`src/logic/tcsf_params.svh`:
```
/*
  Constants for the timer control and status block: register address,
  bit positions, reset value, count limits and serial mode codes.
  Assumes it is included by bare name from the package and the design.
*/
`ifndef TCSF_PARAMS_SVH
`define TCSF_PARAMS_SVH
// Special function register address of the control/status byte.
`define TCSF_CTL_ADDR 8'hc9
// Reset value of the control/status byte.
`define TCSF_CTL_RESET 8'h00
// Bit positions inside the control/status byte.
`define TCSF_BIT_OVF 7
`define TCSF_BIT_EXF 6
`define TCSF_BIT_RXSEL 5
`define TCSF_BIT_TXSEL 4
`define TCSF_BIT_EXEN 3
`define TCSF_BIT_RUN 2
`define TCSF_BIT_CTSEL 1
`define TCSF_BIT_CRSEL 0
// Count limits of the 16-bit counter.
`define TCSF_CNT_MAX 16'hffff
`define TCSF_CNT_ZERO 16'h0000
// Variable-rate modes of the second serial port.
`define TCSF_UART_MODE1 2'h1
`define TCSF_UART_MODE3 2'h3
// Read value of an unmatched address.
`define TCSF_RD_IDLE 8'h00
`endif

```
`src/logic/tcsf_pkg.sv`:
```
/*
  Types shared by the timer control and status block.
  Assumes tcsf_params.svh is on the include path.
*/
`include "tcsf_params.svh"
package tcsf_pkg;
  // One register byte.
  typedef logic [7:0] tcsf_byte_t;
  // One counter word.
  typedef logic [15:0] tcsf_word_t;
  // Operating mode decoded from the control bits.
  typedef enum logic [1:0] {
    TCSF_OFF = 2'b00,
    TCSF_CAPTURE = 2'b01,
    TCSF_RELOAD = 2'b10,
    TCSF_BAUD = 2'b11
  } tcsf_mode_e;
endpackage : tcsf_pkg

```
`src/logic/tcsf_top.sv`:
```
/*
  Timer control/status register with its 16-bit counter, external
  trigger handling, interrupt request and serial shift clock selection.
  Assumes a single core clock, a synchronous reset, a count tick pulse
  from the prescaler on the same clock, and an asynchronous trigger pin.
*/
// Notes on behaviour
// - Overflow flag stays set until software clears.
// - No overflow flag while a baud select set.
// - Enabled trigger falling edge sets external flag.
// - External flag requests interrupt when enabled.
// - External flag holds; software writes zero.
// - Receive clock from this or other timer.
// - Transmit clock from this or other timer.
// - Selects pick the shift clocks only in serial modes 1, 3.
// - Trigger edges act only when enabled.
// - Wrap from maximum to zero sets overflow.
// - Baud select forces auto-reload counting.
// - Disabled trigger edges are ignored.
// - Counter advances only while run bit set.
`timescale 1ns/10ps
`include "tcsf_params.svh"
module tcsf_top (
  input wire logic core_clk,
  input wire logic rst,
  input wire tcsf_pkg::tcsf_byte_t sfr_addr,
  input wire logic sfr_wr,
  input wire tcsf_pkg::tcsf_byte_t sfr_wdata,
  output tcsf_pkg::tcsf_byte_t sfr_rdata_r,
  input wire logic count_tick,
  input wire tcsf_pkg::tcsf_word_t reload_value,
  input wire logic ext_trigger_pin,
  input wire logic irq_enable,
  input wire logic other_timer_ovf,
  input wire logic [1:0] uart_mode,
  output tcsf_pkg::tcsf_word_t count_value_r,
  output logic capture_pulse_r,
  output logic counter_timer_select_r,
  output logic timer_irq_r,
  output logic rx_shift_tick_r,
  output logic tx_shift_tick_r
);
  import tcsf_pkg::*;

  // True when the serial port runs a variable-rate mode.
  function automatic logic is_var_mode(input logic [1:0] m);
    is_var_mode = (m == `TCSF_UART_MODE1) || (m == `TCSF_UART_MODE3);
  endfunction : is_var_mode

  // Control/status byte as software sees it.
  tcsf_byte_t ctl_r;
  tcsf_byte_t ctl_nxt;
  // Counter and its next value.
  tcsf_word_t cnt_nxt;
  // Two-stage synchroniser and a third stage for edge detection.
  logic pin_s1_r;
  logic pin_s2_r;
  logic pin_s3_r;

  // Named control bits.
  wire logic overflow_flag = ctl_r[`TCSF_BIT_OVF];
  wire logic external_event_flag = ctl_r[`TCSF_BIT_EXF];
  wire logic rx_baud_source_select = ctl_r[`TCSF_BIT_RXSEL];
  wire logic tx_baud_source_select = ctl_r[`TCSF_BIT_TXSEL];
  wire logic ext_trigger_enable = ctl_r[`TCSF_BIT_EXEN];
  wire logic run_control = ctl_r[`TCSF_BIT_RUN];
  wire logic capture_reload_select = ctl_r[`TCSF_BIT_CRSEL];

  // Register write strobe for this address.
  wire logic wr_hit = sfr_wr && (sfr_addr == `TCSF_CTL_ADDR);
  // Either baud select puts the timer in baud generator mode.
  wire logic baud_sel = rx_baud_source_select || tx_baud_source_select;
  // Mode decode; baud selects override the capture/reload select.
  wire tcsf_mode_e mode = !run_control ? TCSF_OFF :
                          baud_sel ? TCSF_BAUD :
                          capture_reload_select ? TCSF_CAPTURE : TCSF_RELOAD;
  // Falling edge seen on synchronised stages only, never on the first.
  // A trigger held low gives only one edge until it goes high again.
  wire logic pin_fall = pin_s3_r && !pin_s2_r;
  // Edge is only honoured when the external enable is set.
  wire logic ext_evt = pin_fall && ext_trigger_enable;
  // Counter reaches its top and would wrap on this tick.
  wire logic at_max = (count_value_r == `TCSF_CNT_MAX);
  // Overflow happens only on a tick while running.
  wire logic ovf_evt = run_control && count_tick && at_max;
  // Overflow sets the flag only outside baud generator mode.
  wire logic ovf_set = ovf_evt && !baud_sel;
  // In capture mode an edge captures; otherwise it reloads.
  wire logic ext_capture = ext_evt && (mode == TCSF_CAPTURE);
  wire logic ext_reload = ext_evt && (mode != TCSF_CAPTURE);
  // Serial selects only choose the shift clock source in the variable-rate modes.
  wire logic var_mode = is_var_mode(uart_mode);
  wire logic rx_src = (var_mode && rx_baud_source_select) ? ovf_evt : other_timer_ovf;
  wire logic tx_src = (var_mode && tx_baud_source_select) ? ovf_evt : other_timer_ovf;

  // Next control byte: software write first, then hardware sets.
  // Hardware set wins over a same-cycle software clear so no event is lost.
  always_comb begin
    ctl_nxt = wr_hit ? sfr_wdata : ctl_r;
    // Flags are never cleared here by hardware, only set.
    if (ovf_set) begin
      ctl_nxt[`TCSF_BIT_OVF] = 1'b1;
    end
    if (ext_evt) begin
      ctl_nxt[`TCSF_BIT_EXF] = 1'b1;
    end
  end

  // Next counter value; a trigger reload beats a same-cycle tick.
  always_comb begin
    cnt_nxt = count_value_r;
    if (ext_reload) begin
      cnt_nxt = reload_value;
    end else if (ovf_evt) begin
      // Capture mode wraps to zero; reload and baud modes reload.
      cnt_nxt = (mode == TCSF_CAPTURE) ? `TCSF_CNT_ZERO : reload_value;
    end else if (run_control && count_tick) begin
      cnt_nxt = 16'(count_value_r + 16'h0001);
    end
  end

  // Pin synchroniser; its first stage feeds only the second.
  // Stages reset high so a pin idling high gives no false edge after reset.
  always_ff @(posedge core_clk) begin
    if (rst) begin
      pin_s1_r <= 1'b1;
      pin_s2_r <= 1'b1;
      pin_s3_r <= 1'b1;
    end else begin
      pin_s1_r <= ext_trigger_pin;
      pin_s2_r <= pin_s1_r;
      pin_s3_r <= pin_s2_r;
    end
  end

  // Register, counter and capture strobe.
  // Flags and selects share one register so a read always sees a coherent byte.
  always_ff @(posedge core_clk) begin
    if (rst) begin
      ctl_r <= `TCSF_CTL_RESET;
      count_value_r <= `TCSF_CNT_ZERO;
      capture_pulse_r <= 1'b0;
    end else begin
      ctl_r <= ctl_nxt;
      count_value_r <= cnt_nxt;
      capture_pulse_r <= ext_capture;
    end
  end

  // Registered outputs; read data lags the address by one cycle.
  // The interrupt follows the flags one cycle after they are stored.
  always_ff @(posedge core_clk) begin
    if (rst) begin
      sfr_rdata_r <= `TCSF_RD_IDLE;
      counter_timer_select_r <= 1'b0;
      timer_irq_r <= 1'b0;
      rx_shift_tick_r <= 1'b0;
      tx_shift_tick_r <= 1'b0;
    end else begin
      sfr_rdata_r <= (sfr_addr == `TCSF_CTL_ADDR) ? ctl_r : `TCSF_RD_IDLE;
      counter_timer_select_r <= ctl_r[`TCSF_BIT_CTSEL];
      timer_irq_r <= irq_enable && (overflow_flag || external_event_flag);
      rx_shift_tick_r <= rx_src;
      tx_shift_tick_r <= tx_src;
    end
  end
endmodule : tcsf_top

```
`config.mk`:
```
export PLATFORM = sky130hd
export DESIGN_NAME = tcsf_top
export DESIGN_NICKNAME = d
export VERILOG_FILES = /design/src/logic/tcsf_pkg.sv /design/src/logic/tcsf_top.sv
export VERILOG_INCLUDE_DIRS = /design/src /design/src/logic
export SDC_FILE = /design/constraint.sdc
export NUM_CORES = 1
export LEC_CHECK = 0
export ABC_AREA = 0
export BUFFER_PORTS_ARGS = -buffer_cell sky130_fd_sc_hd__clkbuf_2
export CAP_MARGIN = 20
export CELL_PAD_IN_SITES_DETAIL_PLACEMENT = 1
export CELL_PAD_IN_SITES_GLOBAL_PLACEMENT = 2
export CORE_ASPECT_RATIO = 0.8
export CORE_UTILIZATION = 28
export DETAILED_ROUTE_END_ITERATION = 12
export PLACE_DENSITY_LB_ADDON = 0.12
export SLEW_MARGIN = 20
export SYNTH_ARGS = -nofsm -noshare
export SYNTH_HDL_FRONTEND = slang
export SYNTH_SLANG_ARGS = --single-unit
```
`constraint.sdc`:
```
create_clock -name core_clk -period 2.87 [get_ports core_clk]
set_clock_uncertainty 0.2 [all_clocks]
set_input_delay 0.287 -clock core_clk [delete_from_list [all_inputs] [get_ports core_clk]]
set_output_delay 0.287 -clock core_clk [all_outputs]
set_load 0.01 [all_outputs]
```
==> flow_metrics.env, run 1 <==
export IMPL_cts_hold_buffers_added=1
export IMPL_fillCellCount=842
export IMPL_drive_above_1_share_pct=33.6
export IMPL_finalCritPeriodShare_pct=85.2
export IMPL_leakage_nw=1.11
export IMPL_synthCells=222
export IMPL_die_w_um=96.1
export IMPL_rows=27
export IMPL_slew_viol_final=0
export IMPL_nNetsFinal=339
export IMPL_setup_ws_ns=0.426
export IMPL_antenna_cells=0
export IMPL_rsz0062_at_grt="false"
export IMPL_async_flop_share_pct=0
export IMPL_htree_num_levels=2
export IMPL_worst_hold_slack_ns=0.0196
export IMPL_power_density_nw_per_um2=438
export IMPL_postPlaceCellArea_um2=2400
export IMPL_largest_reg_flops=16
export IMPL_critical_path_arrival_ns=2.43
export IMPL_drc=0
export IMPL_cts_clk_slew_worst_paths_ns=0.08
export IMPL_status="finished clean"
export IMPL_synthTopCellsByArea="dfxtp_1, nor2_1, mux2i_1, nand2_1, a21oi_1"
export IMPL_dp_hpwl_mm=4.48
export IMPL_drt_initial_drc_count=55
export IMPL_syn_nets=264
export IMPL_dp_slack_ns=0.426
export IMPL_coreArea_um2=6860
export IMPL_reg2reg_setup_slack_ns=0.43
export IMPL_top_register="count_value_r"
export IMPL_ys_ff_latch=40
export IMPL_largestRegisters="count_value_r: 16 flops, ctl_r: 8 flops, sfr_rdata_r: 8 flops"
export IMPL_setup_viol=0
export IMPL_max_freq_mhz=409
export IMPL_critPathLaunchType="flip-flop"
export IMPL_synth_edff_count=0
export IMPL_cts_tree="done"
export IMPL_clockRootBuffer="clkbuf_8"
export IMPL_syn_to_final_growth_pct=27.3
export IMPL_required_ns=2.85
export IMPL_io_buffers=68
export IMPL_die_h_um=77.3
export IMPL_syn_area_um2=1980
export IMPL_final_cell_count_no_fill=385
export IMPL_io_pins=70
export IMPL_synth_warnings=0
export IMPL_end_kind="flip-flop"
export IMPL_initial_utilization_pct=28.9
export IMPL_wire_per_inst_um=15.6
export IMPL_antenna_left=0
export IMPL_grt_pass1_vias=1971
export IMPL_via_count=1928
export IMPL_critPathMaxFanout=6
export IMPL_clock_latency_ns=0.29
export IMPL_fin_setup_tns_ns=0
export IMPL_overflow=0
export IMPL_routed_via_density=5.01
export IMPL_maxCapViolCount=0
export IMPL_hp_class="input pin to flip-flop"
export IMPL_dieArea_um2=7430
export IMPL_ys_types=53
export IMPL_clockBufferDepth=2
export IMPL_finalInstanceArea_um2=2520
export IMPL_synth_main_ff_cell="dfxtp_1"
export IMPL_max_vdd_ir_drop_mv=0.175
export IMPL_cts_buffers=5
export IMPL_clock_sinks=40
export IMPL_worstMarginPinSlew_ns=0.760
export IMPL_syn_area_per_cell_um2=8.93
export IMPL_grt_usage_pct=17.3
export IMPL_hold_viol=0
export IMPL_synth_yosys_seq_area_share_pct=40.4
export IMPL_path_class="flip-flop to flip-flop"
export IMPL_grt_pass1_wl_mm=9.80
export IMPL_maxSlewHeadroom_pct=49.1
export IMPL_antenna_found_initial=0
export IMPL_synth_largest_area_cell="dfxtp_1"
export IMPL_cts_resized=0
export IMPL_fin_crit_ns=2.44
export IMPL_drt_total_wl_mm=6.00
export IMPL_synth_top_area_share_pct=40.4
export IMPL_grt_start_max_net_pins=22
export IMPL_gp_congestion=0.765
export IMPL_post_cts_buffers=0
export IMPL_dp_cells=376
export IMPL_firstDrtPassIters=4
## per-layer routing
layer	share of wire (%)	global-route usage [%]	wire [um]
met1	51	24.0	3060
met2	44	27.2	2630
met3	4.7	3.97	283
met4	0.52	3.13	31
met5	0	0	0
## cells by family after synthesis
kind of cell | count (synthesis) | share of synthesized area [%]
compound gates | 50 | 17.7
xor+xnor | 3 | 1.33
fa+ha+maj | 1 | 0.631
buf+inv | 16 | 6.06
flops | 40 | 40.4
mux | 9 | 4.61
simple gates | 103 | 29.3
## power by group
group          internal [mW]  switching (mW)
Clock                  0.258           0.212
Combinational         0.0349          0.0297
Sequential             0.562         0.00897
Total                  0.854           0.251
## worst paths after layout
kind | end | startpoint | cells after the start
hold reg to reg | pin_s2_r | pin_s1_r | 1
setup / recovery | count_value_r[11] | count_value_r[1] | 6
setup reg to reg | count_value_r[11] | count_value_r[1] | 6
hold / removal | count_value_r[7] | reload_value[7] | 3
## synth_stat cells, drive strengths merged, types with 2 or more instances
cell type  instances
dfxtp             40
nor2              22
nand2             18
nand3             14
a21oi             13
nor3              12
and2              10
o21ai              9
mux2i              8
clkbuf             7
inv                6
a22oi              5
nor4               5
a31oi              4
nand4              4
or2                4
a311oi             3
nand3b             3
nor2b              3
a21o               2
buf                2
o31ai              2
xor2               2
## placed cells by master (no fill, tap or decap), types with 2 or more instances in the layout
cell,netlist,final
nand4_1,3,3
buf_4,0,9
a311oi_1,3,3
nor3_1,10,10
a21o_1,2,2
and2_1,10,10
nor2b_1,3,3
o31ai_1,2,2
nor4_1,4,4
nand3_1,13,13
nand3b_1,3,3
or2_2,4,4
mux2i_1,8,8
nor2_1,22,22
a21oi_1,13,13
nand2_1,18,18
a22oi_1,5,5
a31oi_1,4,4
clkbuf_2,0,68
clkbuf_8,4,5
xor2_1,2,2
nor3_2,2,2
dfxtp_1,40,40
inv_1,6,6
o21ai_0,8,8
## cell type report
cell class                      instances  area [um^2]  area share [%]
Clock buffer                            5         68.8            2.73
Clock inverter                          3         42.5            1.69
Inverter                                6         22.5           0.892
Multi-Input combinational cell        166         1060            42.1
Sequential cell                        40          801            31.7
Tap cell                               87          109            4.31
Timing Repair Buffer                   78          418            16.6
## critical path, cell delays in order, from the launching register on
cell and delay, ns:
dfxtp_1 0.42, ha_1 0.24, nand3_2 0.15, or4_4 0.56
nor3_1 0.38, o31ai_1 0.11, a32o_1 0.28
## through the flow
stage | power, mW | utilization (%)
after floorplan | 0.609 | -
after global placement | 0.648 | 35.0
after detailed placement | 0.649 | 35.0
after CTS | 1.13 | 36.8
after global routing | 1.16 | 36.8
final | 1.11 | 36.8
No activity file was read; power rests on OpenSTA's default activity.
==> run 2, diff against run 1 <==
CORE_MARGIN = 5   (was not set)
PLACE_DENSITY_LB_ADDON = 0.15   (was 0.12)
==> run 2 against run 1 <==
Against the previous run: worst setup slack better by 0.15 ns; highest routed layer unchanged; count of clock-buffer cells in the layout up 1; non-clock buffer count up 2; critical endpoint unchanged; combinational power up 2%.
==> flow_metrics.env, run 2 (synthesis gave the netlist of run 1 again) <==
export IMPL_hp_class="input pin to flip-flop"
export IMPL_io_pins=70
export IMPL_final_common_cell="clkbuf_2"
export IMPL_combPwrFrac_pct=6.4
export IMPL_wire_per_inst_um=15.7
export IMPL_rsz0062_at_grt="false"
export IMPL_antenna_left=0
export IMPL_fin_setup_tns_ns=0
export IMPL_setup_ws_ns=0.578
export IMPL_drt_initial_drc_count=76
export IMPL_cp_startpoint="count_value_r[1]"
export IMPL_worst_r2r_endpoint="count_value_r[11]"
export IMPL_clock_sinks=40
export IMPL_syn_to_final_growth_pct=26.9
export IMPL_gp_congestion=0.725
export IMPL_drt_total_wl_mm=6.08
export IMPL_maxCapViolCount=0
export IMPL_grt_usage_pct=14.0
export IMPL_coreArea_um2=6890
export IMPL_critical_path_arrival_ns=2.33
export IMPL_total_power_mw=1.02
export IMPL_clock_latency_ns=0.29
export IMPL_setup_viol=0
export IMPL_initial_utilization_pct=28.8
export IMPL_status="finished clean"
export IMPL_slew_viol_final=0
export IMPL_power_density_nw_per_um2=404
export IMPL_grt_pass1_vias=1965
export IMPL_dp_slack_ns=0.557
export IMPL_dp_hpwl_mm=4.67
export IMPL_nNetsFinal=341
export IMPL_clockBufferDepth=2
export IMPL_drive_above_1_share_pct=33.7
export IMPL_end_kind="flip-flop"
export IMPL_leakage_nw=1.10
export IMPL_max_vdd_ir_drop_mv=0.136
export IMPL_p_int_mw=0.770
export IMPL_drc=0
export IMPL_min_to="count_value_r[7]"
export IMPL_die_h_um=85.3
export IMPL_top_register="count_value_r"
export IMPL_rows=27
export IMPL_clockRootBuffer="clkbuf_8"
export IMPL_maxSlewHeadroom_pct=53.7
export IMPL_hp_start="reload_value[7]"
export IMPL_antenna_found_initial=0
export IMPL_rr_worst_depth=7
export IMPL_path_class="flip-flop to flip-flop"
export IMPL_max_freq_mhz=436
export IMPL_grt_pass1_wl_mm=10.1
export IMPL_worstMarginPinSlew_ns=0.691
export IMPL_largest_reg_flops=16
export IMPL_p_sw_share_pct=24.3
export IMPL_seqPwrFrac_pct=56.1
export IMPL_final_cell_count_no_fill=387
export IMPL_io_buffers=68
export IMPL_routed_via_density=4.94
export IMPL_overflow=0
export IMPL_cts_tree="done"
export IMPL_dp_cells=378
export IMPL_reg2reg_setup_slack_ns=0.58
export IMPL_htree_num_levels=2
export IMPL_fillCellCount=842
export IMPL_fin_crit_ns=2.29
export IMPL_antenna_cells=0
export IMPL_cts_clk_slew_worst_paths_ns=0.08
export IMPL_power_switching_mw=0.248
export IMPL_largestRegisters="count_value_r: 16 flops, ctl_r: 8 flops, sfr_rdata_r: 8 flops"
export IMPL_via_count=1910
export IMPL_clkPwrFrac_pct=37.4
export IMPL_cts_buffers=5
export IMPL_dieArea_um2=8880
export IMPL_r2r_start="count_value_r[1]"
export IMPL_hold_viol=0
export IMPL_finalCritPeriodShare_pct=79.8
export IMPL_critPathMaxFanout=11
export IMPL_final_cell_mix="clkbuf_2, dfxtp_1, nor2_1, nand2_1"
export IMPL_die_w_um=104
export IMPL_required_ns=2.91
export IMPL_critPathLaunchType="flip-flop"
export IMPL_firstDrtPassIters=4
export IMPL_hold_depth=3
export IMPL_grt_start_max_net_pins=22
==> run 2: critical path, cell delays in order (launching register included) <==
cell and delay (ns):
dfxtp_1 0.34, ha_1 0.21, nand3_2 0.10, or4_4 0.54, o21ai_4 0.37, buf_4 0.21
a22o_2 0.15, a32o_1 0.12
==> run 2: worst max-delay path by stage <==
stage | to | cells after the start
2_1_floorplan | count_value_r[11] | 6
3_3_place_gp | count_value_r[1] | 5
3_5_place_dp | count_value_r[11] | 6
4_1_cts | count_value_r[11] | 6
5_1_grt | count_value_r[1] | 5
6_report | count_value_r[11] | 7
==> run 2: area by class of cell <==
type | instances | area, um^2 | share of cell area (%)
clock buffer | 6 | 72.6 | 2.88
inverter | 6 | 22.5 | 0.895
sequential | 40 | 801 | 31.8
clock inverter | 2 | 16.3 | 0.646
tap | 87 | 109 | 4.33
multi-input combinational | 166 | 1060 | 42.2
timing repair buffer | 80 | 433 | 17.2
==> run 2: power by group through the flow <==
stage | Combinational, mW | Sequential, mW | Clock, mW
floorplan | 0.0246 | 0.585 | 0
detailed placement | 0.0654 | 0.584 | 0
global route | 0.0747 | 0.573 | 0.429
CTS | 0.0669 | 0.571 | 0.404
global placement | 0.0647 | 0.584 | 0
finish | 0.0655 | 0.571 | 0.381
==> run 2: stage by stage <==
stage / hold slack (ns) / instance area [um^2] / utilization [%]
after floorplan: 0.189 / 1980 / -
after global placement: 0.201 / 2420 / 35.1
after detailed placement: 0.210 / 2420 / 35.1
after CTS: 0.000659 / 2520 / 36.5
after global routing: 0.0122 / 2520 / 36.5
final: 0.0117 / 2520 / 36.5
==> run 2: layer usage <==
layer / vias to the layer above / part of all wire, % / GRT usage [%]
met1: 890 / 52 / 20.0
met4: 0 / 0.59 / 2.12
met2: 50 / 42 / 20.8
met5: - / 0 / 0
li1: 966 / - / -
met3: 4 / 5.6 / 4.79
==> run 2: timing repair <==
action | CTS | global route
gates resized for setup | 0 | 0
hold buffers | 1 | 0
hold endpoints to repair | 1 | 0
setup buffers | 0 | 0
